==> src/hdl/pwdt_pkg.sv <==
// Shared constants for the PWM output, dead-time and event trigger stage
package pwdt_pkg;
  // Sizes
  localparam int NUM_GEN = 4;
  localparam int TB_W = 13;
  localparam int DT_W = 12;
  localparam int PS_W = 4;
  // Register byte offsets; generator g sits at GEN_STRIDE * g
  localparam logic [7:0] GEN_STRIDE = 8'h10;
  localparam logic [1:0] FLD_CTRL = 2'h0;
  localparam logic [1:0] FLD_DUTY = 2'h1;
  localparam logic [1:0] FLD_DT = 2'h2;
  localparam logic [1:0] FLD_ALT = 2'h3;
  localparam logic [7:0] OFF_TBCTRL = 8'h40;
  localparam logic [7:0] OFF_EVCMP = 8'h44;
  localparam logic [7:0] OFF_STATUS = 8'h48;
  // Generator control and TBCTRL fields
  localparam int CTRL_INDEP_BIT = 0;
  localparam int CTRL_DTS_LSB = 1;
  localparam int CTRL_W = 3;
  localparam int TBCTRL_PS_LSB = 0;
  // Reset values
  localparam logic [CTRL_W-1:0] CTRL_RST = 3'h0;
  localparam logic [15:0] DUTY_RST = 16'h0000;
  localparam logic [DT_W-1:0] DT_RST = 12'h000;
  localparam logic [15:0] EVCMP_RST = 16'h0000;
  localparam logic [PS_W-1:0] PS_RST = 4'h0;
  // Duty limits
  localparam logic [15:0] DUTY_ZERO = 16'h0000;
  localparam logic [15:0] DUTY_MIN = 16'h0008;
  localparam logic [15:0] DUTY_MAX = 16'hFFEF;
  localparam logic [15:0] DUTY_FULL = 16'hFFFF;
  // Dead-time selection
  typedef enum logic [1:0] {
    DTS_POS = 2'b00,
    DTS_NEG = 2'b01,
    DTS_OFF = 2'b10,
    DTS_OFF2 = 2'b11
  } pwdt_dts_type;
endpackage : pwdt_pkg

==> src/hdl/pwdt_dead_time.sv <==
// Dead-time unit for one output pair
`timescale 1ns/1ps
`default_nettype none
module pwdt_dead_time (
  // Clock and reset
  input wire logic ref_clk_i,
  input wire logic reset_i,
  // Compare result and settings
  input wire logic active_i,
  input wire logic indep_i,
  input wire logic [1:0] dts_i,
  input wire logic [pwdt_pkg::DT_W-1:0] dt_main_i,
  input wire logic [pwdt_pkg::DT_W-1:0] dt_alt_i,
  // Pair outputs
  output logic high_o,
  output logic low_o
);
  logic act_q;
  logic rise, fall, neg, on;
  logic tgt_h, tgt_l, ld_h, ld_l;
  logic [pwdt_pkg::DT_W-1:0] cnt_h_q, cnt_h_d, cnt_l_q, cnt_l_d;

  ////////////////////////////////////////////////////////////
  // Edge detect and targets
  assign rise = active_i & ~act_q;
  assign fall = ~active_i & act_q;
  assign neg = (dts_i == pwdt_pkg::DTS_NEG);
  assign on = ~dts_i[1];
  assign tgt_h = active_i;
  assign tgt_l = indep_i ? active_i : ~active_i;
  // Positive delays turn-on, negative delays turn-off
  assign ld_h = neg ? fall : rise;
  assign ld_l = neg ? (indep_i ? fall : rise) : (indep_i ? rise : fall);

  // Reload on a new edge even mid-count; LSB goes to fine adjust
  always_comb begin
    cnt_h_d = cnt_h_q;
    cnt_l_d = cnt_l_q;
    if (ld_h) cnt_h_d = {1'b0, dt_main_i[pwdt_pkg::DT_W-1:1]};
    else if (cnt_h_q != '0) cnt_h_d = cnt_h_q - 1'b1;
    if (ld_l) cnt_l_d = {1'b0, dt_alt_i[pwdt_pkg::DT_W-1:1]};
    else if (cnt_l_q != '0) cnt_l_d = cnt_l_q - 1'b1;
  end

  // Counters and edge history
  always_ff @(posedge ref_clk_i) begin
    if (reset_i) begin
      act_q <= 1'b0;
      cnt_h_q <= '0;
      cnt_l_q <= '0;
    end else begin
      act_q <= active_i;
      cnt_h_q <= cnt_h_d;
      cnt_l_q <= cnt_l_d;
    end
  end

  // Registered pins, so glitches never reach the drivers
  always_ff @(posedge ref_clk_i) begin
    if (reset_i) begin
      high_o <= 1'b0;
      low_o <= 1'b0;
    end else if (!on) begin
      high_o <= tgt_h;
      low_o <= tgt_l;
    end else if (neg) begin
      high_o <= tgt_h | (cnt_h_d != '0);
      low_o <= tgt_l | (cnt_l_d != '0);
    end else begin
      high_o <= tgt_h & (cnt_h_d == '0);
      low_o <= tgt_l & (cnt_l_d == '0);
    end
  end

  ////////////////////////////////////////////////////////////
  // Checks
  chk_pos_gap: assert property (@(posedge ref_clk_i) disable iff (reset_i)
    ($rose(high_o) && $past(dts_i) == pwdt_pkg::DTS_POS && !$past(indep_i)) |-> !$past(low_o))
    else $error("high side rose while low side was still on");
  chk_off_follow: assert property (@(posedge ref_clk_i) disable iff (reset_i)
    dts_i[1] |=> high_o == $past(active_i))
    else $error("disabled dead time did not pass the compare through");
  chk_neg_hold: assert property (@(posedge ref_clk_i) disable iff (reset_i)
    (fall && neg && dt_main_i[pwdt_pkg::DT_W-1:1] != '0) |=> high_o)
    else $error("negative dead time did not stretch the high side");
endmodule : pwdt_dead_time
`default_nettype wire

==> src/hdl/pwdt_postscale.sv <==
// Special event trigger postscaler
`timescale 1ns/1ps
`default_nettype none
module pwdt_postscale (
  // Clock and reset
  input wire logic ref_clk_i,
  input wire logic reset_i,
  // Events and control
  input wire logic match_i,
  input wire logic clear_i,
  input wire logic [pwdt_pkg::PS_W-1:0] ratio_i,
  // Trigger pulse
  output logic trig_o
);
  logic [pwdt_pkg::PS_W-1:0] cnt_q;
  logic done;

  // At or above, so lowering the ratio mid-count never runs past 16
  assign done = match_i && (cnt_q >= ratio_i);

  // Count matches; clear restarts the sequence
  always_ff @(posedge ref_clk_i) begin
    if (reset_i || clear_i) cnt_q <= '0;
    else if (done) cnt_q <= '0;
    else if (match_i) cnt_q <= cnt_q + 1'b1;
  end

  // One-cycle trigger, no enable gating
  always_ff @(posedge ref_clk_i) begin
    if (reset_i) trig_o <= 1'b0;
    else trig_o <= done;
  end

  chk_ps_clear: assert property (@(posedge ref_clk_i) disable iff (reset_i)
    clear_i |=> cnt_q == '0)
    else $error("postscaler not cleared");
  chk_ps_ratio: assert property (@(posedge ref_clk_i) disable iff (reset_i)
    (match_i && ratio_i == '0 && !clear_i) |=> trig_o)
    else $error("1:1 postscale missed a trigger");
endmodule : pwdt_postscale
`default_nettype wire

==> src/hdl/pwdt_output_stage.sv <==
// PWM output stage: duty compare, dead time, event trigger, APB registers
//
// The implementer's own choices: the register addresses and the APB interface to the registers.
`timescale 1ns/1ps
`default_nettype none

module pwdt_output_stage (
  // Clock and reset
  input wire logic ref_clk_i,
  input wire logic reset_i,

  // APB slave
  input wire logic psel_i,
  input wire logic penable_i,
  input wire logic pwrite_i,
  input wire logic [7:0] paddr_i,
  input wire logic [31:0] pwdata_i,
  output logic [31:0] prdata_o,
  output logic pready_o,
  output logic pslverr_o,

  // Time base counts
  input wire logic [pwdt_pkg::TB_W-1:0] primary_timebase_count_i,
  input wire logic [pwdt_pkg::NUM_GEN*pwdt_pkg::TB_W-1:0] gen_count_i,

  // Output pins
  output logic [pwdt_pkg::NUM_GEN-1:0] high_side_output_o,
  output logic [pwdt_pkg::NUM_GEN-1:0] low_side_output_o,

  // Fine-edge adjust hand-off
  output logic [3*pwdt_pkg::NUM_GEN-1:0] duty_fine_o,
  output logic [pwdt_pkg::NUM_GEN-1:0] dt_fine_o,
  output logic [pwdt_pkg::NUM_GEN-1:0] alt_fine_o,

  // Converter trigger
  output logic event_trigger_o
);

  ////////////////////////////////////////////////////////////
  // Declarations

  localparam int NG = pwdt_pkg::NUM_GEN;
  localparam int TBW = pwdt_pkg::TB_W;
  localparam int DTW = pwdt_pkg::DT_W;

  logic [pwdt_pkg::CTRL_W-1:0] generator_control_reg_q [NG];
  logic [15:0] duty_q [NG];
  logic [DTW-1:0] pair_dead_time_value_q [NG];
  logic [DTW-1:0] alternate_dead_time_value_q [NG];
  logic [pwdt_pkg::PS_W-1:0] event_postscale_select_q;
  logic [15:0] event_compare_value_q;

  logic [NG-1:0] active;
  logic [NG-1:0] indep;
  logic [1:0] dts [NG];

  logic setup, access, wr;
  logic hit;
  logic [3:0] gsel;
  logic in_gen;
  logic [1:0] fsel;
  logic [31:0] rd_d;
  logic [31:0] prdata_q;

  logic match, match_q, ev_hit;
  logic ev_wr;

  ////////////////////////////////////////////////////////////
  // APB decode

  // Setup latches read data so prdata comes from a flop
  assign setup = psel_i & ~penable_i;
  assign access = psel_i & penable_i;
  assign in_gen = (paddr_i < pwdt_pkg::OFF_TBCTRL);
  assign gsel = paddr_i[7:4];
  assign fsel = paddr_i[3:2];

  // Word aligned, inside the map
  always_comb begin
    hit = 1'b0;
    if (paddr_i[1:0] == 2'b00) begin
      if (in_gen) hit = 1'b1;
      else if (paddr_i == pwdt_pkg::OFF_TBCTRL) hit = 1'b1;
      else if (paddr_i == pwdt_pkg::OFF_EVCMP) hit = 1'b1;
      else if (paddr_i == pwdt_pkg::OFF_STATUS) hit = 1'b1;
    end
  end

  // No wait states; error only for unmapped words
  assign pready_o = access;
  assign pslverr_o = access & ~hit;
  assign wr = access & pwrite_i & hit;
  assign ev_wr = wr & (paddr_i == pwdt_pkg::OFF_EVCMP);
  assign prdata_o = prdata_q;

  ////////////////////////////////////////////////////////////
  // Read path

  // Unused bits read as zero
  always_comb begin
    rd_d = 32'h0000_0000;
    if (in_gen) begin
      case (fsel)
        pwdt_pkg::FLD_CTRL: rd_d[pwdt_pkg::CTRL_W-1:0] = generator_control_reg_q[gsel[1:0]];
        pwdt_pkg::FLD_DUTY: rd_d[15:0] = duty_q[gsel[1:0]];
        pwdt_pkg::FLD_DT: rd_d[DTW-1:0] = pair_dead_time_value_q[gsel[1:0]];
        pwdt_pkg::FLD_ALT: rd_d[DTW-1:0] = alternate_dead_time_value_q[gsel[1:0]];
        default: rd_d = 32'h0000_0000;
      endcase
    end else if (paddr_i == pwdt_pkg::OFF_TBCTRL) begin
      rd_d[pwdt_pkg::TBCTRL_PS_LSB +: pwdt_pkg::PS_W] = event_postscale_select_q;
    end else if (paddr_i == pwdt_pkg::OFF_EVCMP) begin
      rd_d[15:0] = event_compare_value_q;
    end else if (paddr_i == pwdt_pkg::OFF_STATUS) begin
      // Live pin state for software
      rd_d[2*NG-1:0] = {low_side_output_o, high_side_output_o};
    end
  end

  // Read data flop
  always_ff @(posedge ref_clk_i) begin
    if (reset_i) prdata_q <= 32'h0000_0000;
    else if (setup && !pwrite_i) prdata_q <= rd_d;
  end

  ////////////////////////////////////////////////////////////
  // Generator registers

  // Control: mode bit and dead-time select
  always_ff @(posedge ref_clk_i) begin
    for (int g = 0; g < NG; g++) begin
      if (reset_i) begin
        generator_control_reg_q[g] <= pwdt_pkg::CTRL_RST;
      end else if (wr && in_gen && gsel[1:0] == 2'(g) && fsel == pwdt_pkg::FLD_CTRL) begin
        generator_control_reg_q[g] <= pwdata_i[pwdt_pkg::CTRL_W-1:0];
      end
    end
  end

  // Duty values; range is software's concern, not clamped
  always_ff @(posedge ref_clk_i) begin
    for (int g = 0; g < NG; g++) begin
      if (reset_i) begin
        duty_q[g] <= pwdt_pkg::DUTY_RST;
      end else if (wr && in_gen && gsel[1:0] == 2'(g) && fsel == pwdt_pkg::FLD_DUTY) begin
        duty_q[g] <= pwdata_i[15:0];
      end
    end
  end

  // Primary and alternate dead-time values
  always_ff @(posedge ref_clk_i) begin
    for (int g = 0; g < NG; g++) begin
      if (reset_i) begin
        pair_dead_time_value_q[g] <= pwdt_pkg::DT_RST;
        alternate_dead_time_value_q[g] <= pwdt_pkg::DT_RST;
      end else if (wr && in_gen && gsel[1:0] == 2'(g)) begin
        if (fsel == pwdt_pkg::FLD_DT) begin
          pair_dead_time_value_q[g] <= pwdata_i[DTW-1:0];
        end
        if (fsel == pwdt_pkg::FLD_ALT) begin
          alternate_dead_time_value_q[g] <= pwdata_i[DTW-1:0];
        end
      end
    end
  end

  ////////////////////////////////////////////////////////////
  // Event registers

  // Postscale select and compare value
  always_ff @(posedge ref_clk_i) begin
    if (reset_i) begin
      event_postscale_select_q <= pwdt_pkg::PS_RST;
      event_compare_value_q <= pwdt_pkg::EVCMP_RST;
    end else if (wr) begin
      if (paddr_i == pwdt_pkg::OFF_TBCTRL) begin
        event_postscale_select_q <= pwdata_i[pwdt_pkg::TBCTRL_PS_LSB +: pwdt_pkg::PS_W];
      end
      if (paddr_i == pwdt_pkg::OFF_EVCMP) begin
        event_compare_value_q <= pwdata_i[15:0];
      end
    end
  end

  ////////////////////////////////////////////////////////////
  // Duty compare and dead-time units

  genvar gi;
  generate
    for (gi = 0; gi < NG; gi++) begin : g_gen
      logic [TBW-1:0] cnt;
      assign cnt = gen_count_i[gi*TBW +: TBW];
      assign indep[gi] = generator_control_reg_q[gi][pwdt_pkg::CTRL_INDEP_BIT];
      assign dts[gi] = generator_control_reg_q[gi][pwdt_pkg::CTRL_DTS_LSB +: 2];

      // End values pin the output; else compare top 13 bits
      always_comb begin
        if (duty_q[gi] == pwdt_pkg::DUTY_ZERO) active[gi] = 1'b0;
        else if (duty_q[gi] == pwdt_pkg::DUTY_FULL) active[gi] = 1'b1;
        else active[gi] = (cnt <= duty_q[gi][15:3]);
      end

      // Same unit serves both output modes
      pwdt_dead_time u_dt (
        .ref_clk_i(ref_clk_i),
        .reset_i(reset_i),
        .active_i(active[gi]),
        .indep_i(indep[gi]),
        .dts_i(dts[gi]),
        .dt_main_i(pair_dead_time_value_q[gi]),
        .dt_alt_i(alternate_dead_time_value_q[gi]),
        .high_o(high_side_output_o[gi]),
        .low_o(low_side_output_o[gi])
      );

      // Low bits bypass the coarse counters
      assign duty_fine_o[3*gi +: 3] = duty_q[gi][2:0];
      assign dt_fine_o[gi] = pair_dead_time_value_q[gi][0];
      assign alt_fine_o[gi] = alternate_dead_time_value_q[gi][0];
    end
  endgenerate

  ////////////////////////////////////////////////////////////
  // Special event trigger

  // Count may dwell on the match value; take only its first cycle
  assign match = (primary_timebase_count_i == event_compare_value_q[15:3]);
  assign ev_hit = match & ~match_q;

  // Match history
  always_ff @(posedge ref_clk_i) begin
    if (reset_i) match_q <= 1'b0;
    else match_q <= match;
  end

  // Postscaler, cleared by compare writes
  pwdt_postscale u_ps (
    .ref_clk_i(ref_clk_i),
    .reset_i(reset_i),
    .match_i(ev_hit),
    .clear_i(ev_wr),
    .ratio_i(event_postscale_select_q),
    .trig_o(event_trigger_o)
  );

  ////////////////////////////////////////////////////////////
  // Checks

  chk_duty_zero_low: assert property (@(posedge ref_clk_i) disable iff (reset_i)
    ($past(duty_q[0]) == pwdt_pkg::DUTY_ZERO && $past(dts[0][1]) && !$past(indep[0]))
      |-> (!high_side_output_o[0] && low_side_output_o[0]))
    else $error("zero duty did not hold the pair inactive");

  chk_indep_same: assert property (@(posedge ref_clk_i) disable iff (reset_i)
    ($past(indep[1]) && $past(dts[1][1])) |-> high_side_output_o[1] == low_side_output_o[1])
    else $error("independent mode pins differ");

  chk_evt_cause: assert property (@(posedge ref_clk_i) disable iff (reset_i)
    event_trigger_o |-> $past(ev_hit))
    else $error("event trigger without a compare match");

endmodule : pwdt_output_stage
`default_nettype wire

==> config.mk <==
export PLATFORM = sky130hd
export DESIGN_NAME = pwdt_output_stage
export DESIGN_NICKNAME = d
export VERILOG_FILES = /design/src/hdl/pwdt_pkg.sv /design/src/hdl/pwdt_dead_time.sv /design/src/hdl/pwdt_postscale.sv /design/src/hdl/pwdt_output_stage.sv
export SDC_FILE = /design/constraint.sdc
export NUM_CORES = 1
export LEC_CHECK = 0
export BUFFER_PORTS_ARGS = -buffer_cell sky130_fd_sc_hd__buf_2
export CORE_MARGIN = 2
export CORE_UTILIZATION = 29
export CTS_CLUSTER_DIAMETER = 30
export DETAILED_ROUTE_END_ITERATION = 8
export SYNTH_ARGS = -nofsm -noshare
export SYNTH_HDL_FRONTEND = slang
export SYNTH_SLANG_ARGS = --single-unit
==> constraint.sdc <==
create_clock -name ref_clk_i -period 4.5 [get_ports ref_clk_i]
set_clock_uncertainty 0.2 [all_clocks]
set_input_delay 0.9 -clock ref_clk_i [delete_from_list [all_inputs] [get_ports ref_clk_i]]
set_output_delay 0.9 -clock ref_clk_i [all_outputs]
set_load 0.02 [all_outputs]
After elaboration in Yosys (flattened, before gate mapping)
Memories as Yosys holds them, arrays and structs flattened. Index checks and enable logic that the tools add are counted.

Memories: 4. Register bits after elaboration: 150. Output and inout bits: 63. Logic and storage cells: 314. Bits in writable memories: 172. Input bits: 110.

Memories: duty_q (words 4, bits a word 16, read ports 5, clocked after Yosys merged registers in 0, write ports 4, RTL line pwdt_output_stage.sv:47) `logic [15:0] duty_q [NG];`; alternate_dead_time_value_q (words 4, bits a word 12, read ports 5, clocked after Yosys merged registers in 0, write ports 4, RTL line pwdt_output_stage.sv:49) `logic [DTW-1:0] alternate_dead_time_value_q [NG];`; pair_dead_time_value_q (words 4, bits a word 12, read ports 5, clocked after Yosys merged registers in 0, write ports 4, RTL line pwdt_output_stage.sv:48) `logic [DTW-1:0] pair_dead_time_value_q [NG];`; generator_control_reg_q (words 4, bits a word 3, read ports 5, clocked after Yosys merged registers in 0, write ports 4, RTL line pwdt_output_stage.sv:46) `logic [pwdt_pkg::CTRL_W-1:0] generator_control_reg_q [NG];`.

Mux-type cells: 142. Equal/unequal tests: 18. $lt $le $gt $ge: 6. $add $sub $neg: 9. Bitwise gates (word level): 58. Reductions and logical operators: 51.

Operators with widths (count): two-way mux 12 bit (25); nonzero test 12 bit (16); two-way mux 1 bit (101); logical NOT 12 bit (8); subtractor 12 x 1 -> 12 bit (second input constant) (8); two-way mux 16 bit (5); == test 16 bit (second input constant) (4); logical NOT 16 bit (4); less-or-equal comparator 13 bit (4); case mux 9 bit (3 select lines) (1); == test 8 x 7 -> 1 bit (second input constant) (3); two-way mux 8 bit (3); bitwise OR 1 bit (24); AND 1 bit (23); logical AND 1 bit (15); == test 13 bit (1); == test 2 x 1 -> 1 bit (second input constant) (6); two-way mux 3 bit (4); case mux 3 bit (4 select lines) (1); inverter 1 bit (11); == test 2 bit (second input constant) (4); less-than comparator 8 x 7 -> 1 bit (second input constant) (1); two-way mux 4 bit (2); logical NOT 2 bit (3); other kinds (6) (7).

Depth between registers and ports, before layout
Depth in word-level cells: 14. Depth in mapped cells: 12.

Cells and area by module
A second synthesis with hierarchy kept.

Cells, all modules: 1942. Area, all modules: 18861.8 um^2.

By module, submodules not included: pwdt_output_stage (cells an instance 988, area each 11258.3 um^2, times used 1); pwdt_dead_time (cells an instance 229, area each 1815.5 um^2, times used 4); pwdt_postscale (cells an instance 38, area each 341.6 um^2, times used 1).

Worst setup path after synthesis
No wires, ideal clock.

Path type: input -> register. Start: in paddr_i[4]. End: mem duty_q[3][0] (enable). Library setup time: 0.392 ns. Required time: 3.908 ns. Cell stages on the path: 5. Slack: 1.040 ns. Arrival: 2.868 ns. Buffers on the path: 3. Cell sequence: buf_2 > buf_2 > buf_2 > nand3_1 > o21bai_1.

RTL lines: from (decl) (RTL line pwdt_output_stage.sv:16) `input wire logic [7:0] paddr_i,`; to (decl) (RTL line pwdt_output_stage.sv:47).

==> flow_summary.toml <==
[grt]
gr-total-overflow = 0
via_count_of_the_first_global_routing_pass = 15110
initial_antenna_violation_count = 1
track_usage_pct = 17.30
largest_net_degree_at_the_start_of_global_routing = 83
grt_pass1_wl_um = 89180

[clocking]
cts_buffer_depth = 3
cts_made_buffers = 76
cts-resized-gates = 0
cts_tree = "yes"
clk_transition_reported_paths_ns = 0.05
postCtsSetupRepairBufs = 0
cts_max_level = 3
ctsHoldBuffers = 0
cts.sink_count = 322
root_buffer = "clkbuf_16"
clock_insertion_delay_worst_skew_ns = 0.59

[timing]
timing_hold_violations_final = 0
slew_headroom_pct = 38.08
setup_total_negative_slack_ns = 0
max_freq_mhz = 279.7
finalSetupViolations = 0
finalCritPeriodShare_pct = 79.46
worst_pin_slew_ns = 0.9288
setup_repair_after_global_routing_missed_its_margin = "false"
period_minus_slack_ns = 3.576
fin_ws_ns = 0.9243
drv_slew = 0

[floorplan]
io-pin-count = 173
floorplan.die.width_um = 258.7
die-area_sq_mm = 0.06693
core_box_area_sq_mm = 0.06435
fp-row-count = 93
initial_utilization_pct = 29.24
die_h_um = 258.7

[drt]
firstDrtPassIters = 5
routed_wire_length_per_instance_um = 19.87
drc_violations_left = 0
vias_per_cell = 5.214
initialDrtViolationCount = 1337
drt.antenna.violating_nets = 0
postRouteWirelength_um = 58580
count_of_vias_placed_by_the_detailed_router = 15370

[yosys]
ys_seq_area_share_pct = 43.42
synthCells = 1890
asyncSetResetFlopFracSynth_pct = 0
synth_cell_area_sq_mm = 0.01881
ys.flop_type = "edfxtp_1"
ys_top_cells_by_count = "nor2_1 (179), edfxtp_1 (172), and2_1 (171)"
yosysMostFrequentCell = "nor2_1"
ys.warnings.count = 0
edff_count_synth = 172
synth.area.top_cells = "edfxtp_1 (27%), dfxtp_1 (16%), and2_1 (5.7%)"
post_synth_num_cell_types = 79
synth-seq-cells = 322
synth.avg_cell_area_sq_um = 9.954
synth_top_cell_area_share_pct = 27.45
post-synth-top-area-cell = "edfxtp_1"

[power_and_ir_drop]
power_density_mw_per_mm2 = 533.7
vdd_drop_max_uv = 293.4
total_leakage_power_nw = 8.842

[cells_and_area]
final_layout_size_suffix_gt1_share_pct = 19.36
finalInstanceArea_sq_mm = 0.02287
sequential_cell_area_sq_mm = 0.008168
area_of_combinational_cells_with_multiple_inputs_sq_mm = 0.009639
num-fill-cells = 6389
area_growth_pct = 21.56
final_nets = 2212

[setup_path]
required_worst_endpoint_ns = 4.73
path_class = "reg -> reg"
worst-path-max-fanout = 16
crit_path_start_kind = "register"
crit_path_cell_trace = "inv_1 > ha_1 > and3_1 > a211oi_1 > a21boi_0 > o41a_1 > o211a_1 > nor2_2 > mux2i_1 > nor2_1"
reg2reg_setup_slack_ns = 0.92
setup.worst_path.end_class = "register"
worst-endpoint-arrival_ns = 3.80
timing.critical_path.slowest_cell_delay_ns = 0.65
critPathSlowestCell = "nor2_2"

[placed_design]
postPlaceCellArea_sq_mm = 0.02030
buffer_ports.inserted = 140
pre_cts_slack_ns = 0.4676
place_congestion = 0.8898
hpwl_um = 42670

[outcome]
outcome = "completed"

[worst_hold_path]
min_path_type = "reg -> reg"

[run]
maxCapViolations = 0
==> path summary, 6_finish.rpt <==
| kind | startpoint | endpoint | cells past startpoint |
|---|---|---|---|
| max | duty_q[2][6]$_SDFFCE_PN0P_ | g_gen[2].u_dt.cnt_h_q[4]$_SDFF_PP0_ | 10 |
| min | event_compare_value_q[1]$_SDFFE_PP0P_ | event_compare_value_q[1]$_SDFFE_PP0P_ | 2 |
| max reg2reg | duty_q[2][6]$_SDFFCE_PN0P_ | g_gen[2].u_dt.cnt_h_q[4]$_SDFF_PP0_ | 10 |
| min reg2reg | event_compare_value_q[1]$_SDFFE_PP0P_ | event_compare_value_q[1]$_SDFFE_PP0P_ | 2 |
==> critical path, delay by kind of cell, from the launching register on <==
| kind | cells | cell delay, ns |
|---|---|---|
| AO/OA/AOI/OAI | 4 | 1.24 |
| AND/OR/NAND/NOR | 3 | 0.88 |
| flip-flops | 1 | 0.48 |
| adder cells (fa/ha/maj) | 1 | 0.29 |
| multiplexers | 1 | 0.26 |
| buffers and inverters | 1 | 0.08 |
==> final cells by class <==
class / count / share of cell area [%]
Antenna cell: 1 / 0.01094
Clock buffer: 93 / 9.050
Clock inverter: 48 / 2.189
Inverter: 90 / 1.477
Multi-Input combinational cell: 1352 / 42.15
Sequential cell: 322 / 35.72
Tap cell: 855 / 4.678
Timing Repair Buffer: 187 / 4.727
==> flip-flops by register name (all words and copies together), names as in the netlist, 12 cells and up <==
signal	flops
alternate_dead_time_value_q	48
prdata_o	16
generator_control_reg_q	12
duty_q	64
pair_dead_time_value_q	48
g_gen.u_dt.cnt_l_q	48
event_compare_value_q	16
g_gen.u_dt.cnt_h_q	48
==> cell usage in the layout, fill, tap and decap left out, types with 35 or more instances in the layout <==
cell,n
and2_1,171
mux2i_1,64
nand3_1,42
xnor2_1,48
clkbuf_16,79
inv_1,90
edfxtp_1,172
nor4_1,59
dfxtp_1,150
buf_4,46
ha_1,73
a211oi_1,57
mux4_2,46
nand2_1,91
buf_2,139
o21ai_0,35
nand4_1,35
nor2_1,179
nor3_1,55
a21oi_1,80
==> cells by family after synthesis <==
logic type,Yosys count,synth area share [%]
muxes,124,9.750
DFF,322,43.42
AOI/OAI and AO/OA,281,10.11
adders and majority gates,73,4.855
buffers and inverters,231,5.673
and+or+nand+nor,787,22.87
other,1,0.01993
xor gates and xnor gates,71,3.305
==> where the power goes <==
part           internal, mW  total [mW]  switching [mW]
logic                  1.24        2.83            1.59
clock network          3.68        5.45            1.77
registers              3.46        3.92           0.456
total                  8.38        12.2            3.82
==> stage by stage <==
stage	instances	total power [mW]	util (%)	hold WS [ns]
after floorplan	1905	6.031	-	0.2360
after global placement	2806	6.682	31.54	0.2425
after detailed placement	2806	6.757	31.54	0.2495
after CTS	2947	12.24	35.53	0.2556
after global routing	2947	12.79	35.53	0.2854
final	2948	12.21	35.54	0.2584
==> layer usage <==
| layer | vias to the layer above | routed length, um | part of all wire, % | GRT usage, % |
|---|---|---|---|---|
| met2 | 641 | 28380 | 48 | 29.13 |
| met5 | - | 0 | 0 | 0 |
| met1 | 7422 | 23870 | 41 | 21.43 |
| li1 | 7171 | - | - | - |
| met3 | 138 | 3817 | 6.5 | 2.651 |
| met4 | 0 | 2516 | 4.3 | 8.992 |
(Power assumes the default switching activity.)
